## src/edac_pkg.sv

```systemverilog
// Shared constants for the ECC storage-array controller.
// Assumes a 20 MHz core clock and a 1 us tick from the
// memory controller.
`default_nettype none
package edac_pkg;
  // Word layout
  localparam int DATA_W = 32;
  localparam int CHK_W  = 7;
  localparam int WORD_W = 39;
  localparam int LANES  = 4;
  // Address fields on the bus during a command
  localparam int ROW_W   = 7;
  localparam int COL_W   = 7;
  localparam int COL_LSB = 0;
  localparam int ROW_LSB = 7;
  localparam int BRD_LSB = 14;
  localparam int BRD_W   = 4;
  // Bus parity sense: odd
  localparam logic PAR_ODD = 1'b1;
  // Refresh timing
  localparam int TICK_US       = 1;
  localparam int REF_PERIOD_US = 16;
  localparam int REF_TICKS     = REF_PERIOD_US / TICK_US;
  localparam int CLK_NS        = 50;
  localparam int T_RAS_NS      = 100;
  localparam int RAS_CYC       = (T_RAS_NS + CLK_NS - 1) / CLK_NS;
  // Reset values
  localparam logic [ROW_W-1:0] ROW_RST = 7'h00;
  // Access sequencer states
  typedef enum logic [3:0] {
    ST_IDLE = 4'h0,
    ST_HOLD = 4'h1,
    ST_RROW = 4'h2,
    ST_RCOL = 4'h3,
    ST_RDAT = 4'h4,
    ST_WTDS = 4'h5,
    ST_DRV  = 4'h6,
    ST_WROW = 4'h7,
    ST_WCOL = 4'h8,
    ST_DONE = 4'h9
  } edac_st_t;
  // Refresh sequencer states
  typedef enum logic [1:0] {
    RF_IDLE = 2'h0,
    RF_RAS  = 2'h1,
    RF_PRE  = 2'h2
  } edac_rf_t;
endpackage
`default_nettype wire

```

## src/edac_ctrl.sv

```systemverilog
// Storage-array controller: bus sequencer, refresh, ECC, RAM strobes.
// Assumes all inputs synchronous to ref_clk and a memory controller
// that waits for acc_done before issuing the next command.
//
// Operation
// - Diagnostic mode writes raw 39-bit word
// - Generate and check parity per byte
// - Bus parity error blocks RAM write
// - Word read drives four bytes, four parities
// - Partial read drives only requested bytes
// - Word write stores bus word
// - Partial write merges bytes, regenerates check bits
// - Refresh every sixteen 1 us ticks
// - Refresh only lengthens a colliding access
// - Idle until command addressed to board
// - Wait out refresh, then read or write
// - Address to mux, read, await strobe
// - Reads gate only selected byte lanes
// - Read errors reported to memory controller
// - RAS derived from both sequencers, CAS and WE from access only
// - Refresh waits cycle, blocks new access
// - Refresh counter walks 128 rows
// - Regenerate check bits, zero syndrome clean
// - Correct single, detect double errors
// - Writes store data plus fresh check bits
// - Word is four bytes plus seven check bits
`timescale 1ns/1ps
`default_nettype none

module edac_ctrl #(
  parameter logic [edac_pkg::BRD_W-1:0] BOARD_ID = 4'h0
) (
  // Clock and reset
  input  wire logic                       ref_clk,
  input  wire logic                       rst,
  // Timing and mode from memory controller
  input  wire logic                       us_tick,
  input  wire logic                       diag_full_word,
  input  wire logic [edac_pkg::CHK_W-1:0] diag_chk_in,
  // Command lines
  input  wire logic                       acc_cmd,
  input  wire logic                       acc_write,
  input  wire logic [edac_pkg::LANES-1:0] byte_sel,
  input  wire logic                       data_strobe,
  // Shared address/data bus
  input  wire logic [edac_pkg::DATA_W-1:0] sad_in,
  input  wire logic [edac_pkg::LANES-1:0]  sad_par_in,
  output logic      [edac_pkg::DATA_W-1:0] sad_out,
  output logic      [edac_pkg::LANES-1:0]  sad_par_out,
  output logic      [edac_pkg::LANES-1:0]  sad_oe,
  // Status to memory controller
  output logic                       acc_done,
  output logic                       busy,
  output logic                       err_corr,
  output logic                       err_uncorr,
  output logic                       err_parity,
  // RAM array
  output logic [edac_pkg::ROW_W-1:0]   ram_addr,
  output logic                         ram_ras_n,
  output logic                         ram_cas_n,
  output logic                         ram_we_n,
  output logic [edac_pkg::WORD_W-1:0]  ram_wdata,
  input  wire logic [edac_pkg::WORD_W-1:0] ram_rdata
);

  ////////////////////////////////////////////////////////////////////
  // Functions

  // Hamming position of data bit i (skips powers of two)
  function automatic logic [5:0] dpos(input int i);
    int n;
    int p;
    n = 0;
    dpos = 6'h00;
    for (p = 3; p < 39; p++) begin
      if ((p & (p - 1)) != 0) begin
        if (n == i) begin
          dpos = 6'(p);
        end
        n++;
      end
    end
  endfunction

  // Six Hamming bits plus overall parity
  function automatic logic [6:0] ecc_gen(input logic [31:0] d);
    logic [5:0] c;
    c = 6'h00;
    for (int i = 0; i < 32; i++) begin
      c = c ^ (dpos(i) & {6{d[i]}});
    end
    ecc_gen = {(^d) ^ (^c), c};
  endfunction

  // Per-byte parity of a word
  function automatic logic [3:0] par_gen(input logic [31:0] d);
    for (int k = 0; k < 4; k++) begin
      par_gen[k] = (^d[8*k +: 8]) ^ edac_pkg::PAR_ODD;
    end
  endfunction

  ////////////////////////////////////////////////////////////////////
  // State

  edac_pkg::edac_st_t st_r, st_nxt;
  edac_pkg::edac_rf_t rf_r, rf_nxt;

  logic [3:0]                     tick_cnt_r;
  logic                           ref_pend_r;
  logic [1:0]                     ras_cnt_r;
  logic [edac_pkg::ROW_W-1:0]     ref_row_r;
  logic [edac_pkg::ROW_W-1:0]     row_r;
  logic [edac_pkg::COL_W-1:0]     col_r;
  logic                           wr_r;
  logic [edac_pkg::LANES-1:0]     bsel_r;
  logic                           perr_r;
  logic [edac_pkg::WORD_W-1:0]    rd_r;
  logic [edac_pkg::DATA_W-1:0]    sad_out_r;
  logic [edac_pkg::LANES-1:0]     sad_par_r;
  logic [edac_pkg::LANES-1:0]     sad_oe_r;
  logic                           done_r;
  logic                           busy_r;
  logic                           ecor_r;
  logic                           eunc_r;
  logic                           epar_r;
  logic [edac_pkg::ROW_W-1:0]     ram_addr_r;
  logic                           ras_n_r;
  logic                           cas_n_r;
  logic                           we_n_r;
  logic [edac_pkg::WORD_W-1:0]    wdata_r;

  ////////////////////////////////////////////////////////////////////
  // Decode

  // Incoming parity per lane
  wire [3:0] in_par_bad = par_gen(sad_in) ^ sad_par_in;
  wire brd_hit =
    (sad_in[edac_pkg::BRD_LSB +: edac_pkg::BRD_W] == BOARD_ID);
  wire cmd_take = acc_cmd && brd_hit && (st_r == edac_pkg::ST_IDLE);
  wire ds_take = (st_r == edac_pkg::ST_WTDS) && data_strobe;
  wire drv_go = ds_take && !wr_r;
  wire wr_go = ds_take && wr_r;
  // Only lanes carrying write data are judged
  wire data_perr = |(in_par_bad & bsel_r);

  // Syndrome of captured word
  wire [6:0] chk_rd = ecc_gen(rd_r[31:0]);
  wire [5:0] syn = chk_rd[5:0] ^ rd_r[37:32];
  wire       ovp = ^rd_r;
  wire       sgl = ovp;
  wire       dbl = !ovp && (syn != 6'h00);

  // Correction mask and byte merge
  logic [31:0] fix;
  logic [31:0] merged;
  wire  [31:0] cor = rd_r[31:0] ^ fix;
  genvar gi;
  generate
    for (gi = 0; gi < 32; gi++) begin : g_fix
      assign fix[gi] = sgl && (syn == dpos(gi));
    end
    for (gi = 0; gi < 4; gi++) begin : g_mrg
      assign merged[8*gi +: 8] =
        bsel_r[gi] ? sad_in[8*gi +: 8] : cor[8*gi +: 8];
    end
  endgenerate

  // Bypass check generator in diagnostic mode
  wire [6:0] wr_chk = diag_full_word ? diag_chk_in : ecc_gen(merged);
  wire [38:0] wr_word = {wr_chk, merged};

  // Refresh trigger and arbitration
  wire tick_wrap = us_tick &&
    (tick_cnt_r == 4'(edac_pkg::REF_TICKS - 1));
  wire bus_quiet = (st_r == edac_pkg::ST_IDLE) ||
                   (st_r == edac_pkg::ST_HOLD);
  wire ref_go = ref_pend_r && bus_quiet &&
                (rf_r == edac_pkg::RF_IDLE);
  wire ras_last = (ras_cnt_r == 2'(edac_pkg::RAS_CYC - 1));

  ////////////////////////////////////////////////////////////////////
  // Access sequencer

  // Next state; access waits behind any refresh
  always_comb begin
    st_nxt = st_r;
    case (st_r)
      edac_pkg::ST_IDLE: begin
        if (cmd_take) begin
          st_nxt = edac_pkg::ST_HOLD;
        end
      end
      edac_pkg::ST_HOLD: begin
        if (rf_r == edac_pkg::RF_IDLE && !ref_pend_r) begin
          st_nxt = edac_pkg::ST_RROW;
        end
      end
      edac_pkg::ST_RROW: st_nxt = edac_pkg::ST_RCOL;
      edac_pkg::ST_RCOL: st_nxt = edac_pkg::ST_RDAT;
      edac_pkg::ST_RDAT: st_nxt = edac_pkg::ST_WTDS;
      edac_pkg::ST_WTDS: begin
        if (drv_go) begin
          st_nxt = edac_pkg::ST_DRV;
        end else if (wr_go) begin
          st_nxt = edac_pkg::ST_WROW;
        end
      end
      edac_pkg::ST_DRV:  st_nxt = edac_pkg::ST_DONE;
      edac_pkg::ST_WROW: st_nxt = edac_pkg::ST_WCOL;
      edac_pkg::ST_WCOL: st_nxt = edac_pkg::ST_DONE;
      default:           st_nxt = edac_pkg::ST_IDLE;
    endcase
  end

  ////////////////////////////////////////////////////////////////////
  // Refresh sequencer

  // RAS-only refresh of one row
  always_comb begin
    rf_nxt = rf_r;
    case (rf_r)
      edac_pkg::RF_IDLE: begin
        if (ref_go) begin
          rf_nxt = edac_pkg::RF_RAS;
        end
      end
      edac_pkg::RF_RAS: begin
        if (ras_last) begin
          rf_nxt = edac_pkg::RF_PRE;
        end
      end
      default: rf_nxt = edac_pkg::RF_IDLE;
    endcase
  end

  ////////////////////////////////////////////////////////////////////
  // RAM strobe decode, taken from next states so pins match states

  wire acc_ras = (st_nxt == edac_pkg::ST_RROW) ||
                 (st_nxt == edac_pkg::ST_RCOL) ||
                 (st_nxt == edac_pkg::ST_RDAT) ||
                 (st_nxt == edac_pkg::ST_WROW) ||
                 (st_nxt == edac_pkg::ST_WCOL);
  wire acc_cas = (st_nxt == edac_pkg::ST_RCOL) ||
                 (st_nxt == edac_pkg::ST_RDAT) ||
                 (st_nxt == edac_pkg::ST_WCOL);
  wire ref_ras = (rf_nxt == edac_pkg::RF_RAS);
  wire ras_n_nxt = !(acc_ras || ref_ras);
  wire cas_n_nxt = !acc_cas;
  // Parity fault keeps write strobe high
  wire we_n_nxt = !((st_nxt == edac_pkg::ST_WCOL) && !perr_r);
  wire [6:0] addr_nxt = ref_ras ? ref_row_r :
                        acc_cas ? col_r : row_r;

  ////////////////////////////////////////////////////////////////////
  // Sequencer registers

  // States and refresh timing
  always_ff @(posedge ref_clk) begin
    if (rst) begin
      st_r       <= edac_pkg::ST_IDLE;
      rf_r       <= edac_pkg::RF_IDLE;
      tick_cnt_r <= 4'h0;
      ref_pend_r <= 1'b0;
      ras_cnt_r  <= 2'h0;
      ref_row_r  <= edac_pkg::ROW_RST;
    end else begin
      st_r <= st_nxt;
      rf_r <= rf_nxt;
      if (us_tick) begin
        tick_cnt_r <= tick_wrap ? 4'h0 : tick_cnt_r + 4'h1;
      end
      ref_pend_r <= tick_wrap || (ref_pend_r && !ref_go);
      ras_cnt_r <= (rf_r == edac_pkg::RF_RAS) ? ras_cnt_r + 2'h1 : 2'h0;
      if (rf_r == edac_pkg::RF_PRE) begin
        ref_row_r <= ref_row_r + 7'h01;
      end
    end
  end

  ////////////////////////////////////////////////////////////////////
  // Access data path

  // Latch command, read word and parity status
  always_ff @(posedge ref_clk) begin
    if (rst) begin
      row_r  <= 7'h00;
      col_r  <= 7'h00;
      wr_r   <= 1'b0;
      bsel_r <= 4'h0;
      perr_r <= 1'b0;
      rd_r   <= 39'h0;
    end else begin
      if (cmd_take) begin
        row_r  <= sad_in[edac_pkg::ROW_LSB +: edac_pkg::ROW_W];
        col_r  <= sad_in[edac_pkg::COL_LSB +: edac_pkg::COL_W];
        wr_r   <= acc_write;
        bsel_r <= byte_sel;
        perr_r <= |in_par_bad;
      end else if (wr_go) begin
        perr_r <= perr_r || data_perr;
      end
      if (st_r == edac_pkg::ST_RDAT) begin
        rd_r <= ram_rdata;
      end
    end
  end

  ////////////////////////////////////////////////////////////////////
  // Bus drive and status

  // Read lanes stand one cycle with acc_done
  always_ff @(posedge ref_clk) begin
    if (rst) begin
      sad_out_r <= 32'h0;
      sad_par_r <= 4'h0;
      sad_oe_r  <= 4'h0;
      done_r    <= 1'b0;
      busy_r    <= 1'b0;
      ecor_r    <= 1'b0;
      eunc_r    <= 1'b0;
      epar_r    <= 1'b0;
    end else begin
      sad_oe_r <= drv_go ? bsel_r : 4'h0;
      if (drv_go) begin
        sad_out_r <= cor;
        sad_par_r <= par_gen(cor);
      end
      done_r <= drv_go || (st_r == edac_pkg::ST_WCOL);
      busy_r <= (st_nxt != edac_pkg::ST_IDLE);
      if (drv_go || st_r == edac_pkg::ST_WCOL) begin
        ecor_r <= sgl;
        eunc_r <= dbl;
        epar_r <= perr_r;
      end
    end
  end

  ////////////////////////////////////////////////////////////////////
  // RAM pins

  // Strobes idle high
  always_ff @(posedge ref_clk) begin
    if (rst) begin
      ram_addr_r <= 7'h00;
      ras_n_r    <= 1'b1;
      cas_n_r    <= 1'b1;
      we_n_r     <= 1'b1;
      wdata_r    <= 39'h0;
    end else begin
      ram_addr_r <= addr_nxt;
      ras_n_r    <= ras_n_nxt;
      cas_n_r    <= cas_n_nxt;
      we_n_r     <= we_n_nxt;
      if (wr_go) begin
        wdata_r <= wr_word;
      end
    end
  end

  ////////////////////////////////////////////////////////////////////
  // Outputs

  assign sad_out     = sad_out_r;
  assign sad_par_out = sad_par_r;
  assign sad_oe      = sad_oe_r;
  assign acc_done    = done_r;
  assign busy        = busy_r;
  assign err_corr    = ecor_r;
  assign err_uncorr  = eunc_r;
  assign err_parity  = epar_r;
  assign ram_addr    = ram_addr_r;
  assign ram_ras_n   = ras_n_r;
  assign ram_cas_n   = cas_n_r;
  assign ram_we_n    = we_n_r;
  assign ram_wdata   = wdata_r;

endmodule
`default_nettype wire

```

## config.mk

```make
export PLATFORM = sky130hd
export DESIGN_NAME = edac_ctrl
export DESIGN_NICKNAME = d
export VERILOG_FILES = /design/src/edac_pkg.sv /design/src/edac_ctrl.sv
export SDC_FILE = /design/constraint.sdc
export NUM_CORES = 1
export LEC_CHECK = 0
export ABC_AREA = 1
export BUFFER_PORTS_ARGS = -buffer_cell sky130_fd_sc_hd__buf_2
export CAP_MARGIN = 20
export CORE_AREA = 2 2 179 181
export DETAILED_ROUTE_END_ITERATION = 8
export DIE_AREA = 0 0 181 183
export PLACE_DENSITY_LB_ADDON = 0.05
export SYNTH_ARGS = -nofsm -noshare
export SYNTH_HDL_FRONTEND = slang
export SYNTH_SLANG_ARGS = --single-unit
```

## constraint.sdc

```tcl
create_clock -name ref_clk -period 5.82 [get_ports ref_clk]
set_input_delay 0.291 -clock ref_clk [delete_from_list [all_inputs] [get_ports ref_clk]]
set_output_delay 0.291 -clock ref_clk [all_outputs]
set_load 0.005 [all_outputs]
```

==> impl_metrics.tcl <==
set metrics [dict create \
    max_freq_mhz 218 \
    synth-simple-area-share_pct 44.4 \
    dieArea_um2 33100 \
    p_leak_nw 7.52 \
    cts_tree "built" \
    cts_hold_buf 0 \
    worstReg2RegStart "rd_r[31]" \
    io_pins 187 \
    path_class "reg -> reg" \
    clkTransAtPathRegs_ns 0.07 \
    syn_nets 2178 \
    drive_above_1_share_pct 16.3 \
    hold_slack_ns 0.0569 \
    synth-compound-area-share_pct 12.0 \
    cpMostUsedCell "nand2_1" \
    numCtsBuffers 17 \
    synth_top_family_by_area "simple AND/OR/NAND/NOR gates" \
    slew_headroom_pct 32.1 \
    post_cts_buffers 0 \
    coreArea_um2 31200 \
    vias 13700 \
    finalSetupViolCount 0 \
    slew_viol_final 0 \
    port-buffer-count 186 \
    routed_wl_um 46100 \
    synthMuxAreaShare_pct 0 \
    netSwitchingFraction_pct 31.4 \
    cts_resized 0 \
    postSynthCellCount 2080 \
    clkLatencyLatePin_ns 0.47 \
    dp_hpwl_um 36900 \
    numClockSinks 173 \
    worstReg2RegEnd "ram_wdata[38]" \
    hp-start "acc_write" \
    syn2layout_area_growth_pct 14.3 \
    worst_pin_slew_ns 1.01 \
    p_int_mw 1.90 \
    cp.arrival_ns 4.92 \
    fin_util_pct 45.0 \
    fin_crit_sh_pct 78.9 \
    setup-tns-final_ns 0 \
    outcome "completed" \
    synth_area_per_cell_um2 5.91 \
    clkPwrFrac_pct 42.5 \
    whs_path_depth 3 \
    grt_pass1_wl_um 70800 \
    cp-end-kind "register" \
    die_h_um 183 \
    seq_area_frac_synth_pct 28.2 \
    gp_congestion 0.925 \
    core.rowCount 65 \
    synth_adder_area_share_pct 0.509 \
    synth_xor_area_share_pct 5.06 \
    start_util_pct 39.4 \
    routed_via_density 5.18 \
    fin_crit_ns 4.59 \
    cts.htree.levels 4 \
    slowest_delay_ns 0.78 \
    wl_per_cell_um 17.5 \
    r2r_slack_ns 1.23 \
    drtPass1Iterations 6 \
    timing.max_cap.violations 0 \
    rsz0062_at_grt "no" \
    syn-cell-area_um2 12300 \
    combPwrFrac_pct 14.2 \
    synth_seq_cells 173 \
    gr-total-overflow 0 \
    hold_viol 0 \
    yosysUniqueCellTypes 46 \
    drc_errors 0 \
    required_ns 6.15 \
    start_kind "register" \
    reg2reg_depth 31 \
    final-seq-area_um2 3460 \
    place_area_um2 13400 \
    ys_warn_count 0 \
    grt_pass1_vias 12400 \
    power.switching_mw 0.869 \
    fp.dieW_um 181 \
    fillers 3444 \
    grt_max_degree 79 \
    power_density_nw_per_um2 197 \
    track_usage_pct 28.0 \
    antenna_found_initial 2 \
    drt-initial-drc-count 1136 \
    ant_nets 0 \
    stdcell_area_um2 14000 \
    async_flop_share_pct 0 \
    slowest_stage "nor2_1" \
    clockBufferDepth 2 \
    synthFlopType "dfxtp_1" \
    clockRootBuffer "clkbuf_16" \
    synth_edf_count 0 \
    seqPwrFrac_pct 43.2 \
    min_path_type "in -> reg" \
    fin_worst_skew_ns 0.0150 \
    multi_input_area_um2 7620 \
    min_to "wr_r" \
    crit_fanout 14 \
    irDropWorstVdd_v 0.000205 \
    fin_nets 2319 \
]
[through the flow]
step,instances,power (mW),setup slack [ns]
2_1_floorplan,2080,1.49,2.74
3_3_place_gp,2604,1.61,1.46
3_5_place_dp,2604,1.61,1.41
4_1_cts,2636,2.80,1.39
5_1_grt,2636,2.89,0.876
6_report,2637,2.77,1.23
[Yosys cell counts (3+ instances only)]
master	n	share of area, %
nand3_1	217	8.8
nand4_1	13	0.66
buf_4	4	0.24
nor2_1	118	3.6
nand3_2	3	0.24
nor3_1	14	0.57
inv_1	192	5.9
nor2_2	9	0.46
inv_2	35	1.1
clkbuf_1	47	1.4
dfxtp_1	173	28
nor2_4	8	0.73
xnor2_1	55	3.9
nand2_2	58	3.0
or2_2	12	0.61
o21ai_1	4	0.16
o211ai_1	51	3.1
buf_6	5	0.46
ha_1	5	0.51
xor2_1	16	1.1
a21oi_1	78	3.2
o32ai_1	7	0.50
buf_2	10	0.41
o21ai_0	101	4.1
nand2_4	3	0.27
nand2_1	816	25
[how the worst max path moves through the flow]
stage	startpoint	to	slack, ns	cells after the start
3_3_place_gp	rd_r[31]	ram_wdata[38]	1.46	31
6_report	rd_r[31]	ram_wdata[38]	1.23	31
5_1_grt	rd_r[25]	ram_wdata[38]	0.88	31
2_1_floorplan	rd_r[5]	ram_wdata[38]	2.74	38
4_1_cts	rd_r[31]	ram_wdata[38]	1.39	31
3_5_place_dp	rd_r[31]	ram_wdata[38]	1.41	31
[critical path, delay by kind of cell (launching register included)]
family,cells,cell delay [ns]
XOR/XNOR,1,0.13
AND/OR/NAND/NOR,26,3.39
buffers and inverters,3,0.36
flip-flops,1,0.49
AO/OA/AOI/OAI,1,0.05
[per-layer routing]
layer	vias to the layer above	track usage, %	part of all wire (%)
met3	46	5.24	7.9
met2	514	44.0	43
met1	6210	39.0	48
met5	-	0	0
li1	6901	-	-
met4	0	8.33	1.9
[layout make-up]
| class | instances | area share, % |
|---|---|---|
| clock inverter | 15 | 1.26 |
| sequential | 173 | 24.7 |
| inverter | 230 | 6.17 |
| clock buffer | 17 | 3.03 |
| timing repair buffer | 193 | 7.00 |
| multi-input combinational | 1606 | 54.3 |
| antenna | 1 | 0.0178 |
| tap | 402 | 3.58 |
[state kept, by name, indices dropped and copies added (netlist names), 2 cells and up]
name	count
ram_wdata	39
sad_out	32
rf_r	2
bsel_r	4
ras_cnt_r	2
ref_row_r	7
ram_addr	7
row_r	7
st_r	4
sad_par_out	4
rd_r	39
tick_cnt_r	4
sad_oe	4
col_r	7
[cells in the final DEF, fill, tap and decap left out, types with 5 or more instances in the layout]
master     synthesis  routed
a21oi_1           78      78
buf_2             10     186
buf_4              4       7
clkbuf_16          0      17
clkinv_8           0       5
dfxtp_1          173     173
ha_1               5       5
inv_1            192     190
inv_2             35      36
nand2_1          816     816
nand2_2           58      58
nand3_1          217     217
nand4_1           13      13
nor2_1           118     117
nor2_2             9       9
nor2_4             8       9
nor3_1            14      13
o211ai_1          51      51
o21ai_0          101     101
o32ai_1            7       7
or2_2             12      12
xnor2_1           55      55
xor2_1            16      16
[logic make-up (layout without fill, tap and decap cells)]
family | Yosys count | in the layout
AOI/OAI and AO/OA | 254 | 254
and+or+nand+nor | 1276 | 1276
adders and majority gates | 5 | 5
buffers and inverters | 301 | 455
DFF | 173 | 173
xor gates and xnor gates | 71 | 71
other | 0 | 1
[power by group through the flow]
| stage | Combinational, mW | Sequential [mW] | Clock [mW] |
|---|---|---|---|
| detailed placement | 0.388 | 1.23 | 0 |
| global route | 0.443 | 1.20 | 1.25 |
| CTS | 0.390 | 1.20 | 1.21 |
| finish | 0.394 | 1.20 | 1.18 |
| floorplan | 0.272 | 1.22 | 0 |
| global placement | 0.385 | 1.23 | 0 |
Power figures use the tool's default switching activity.
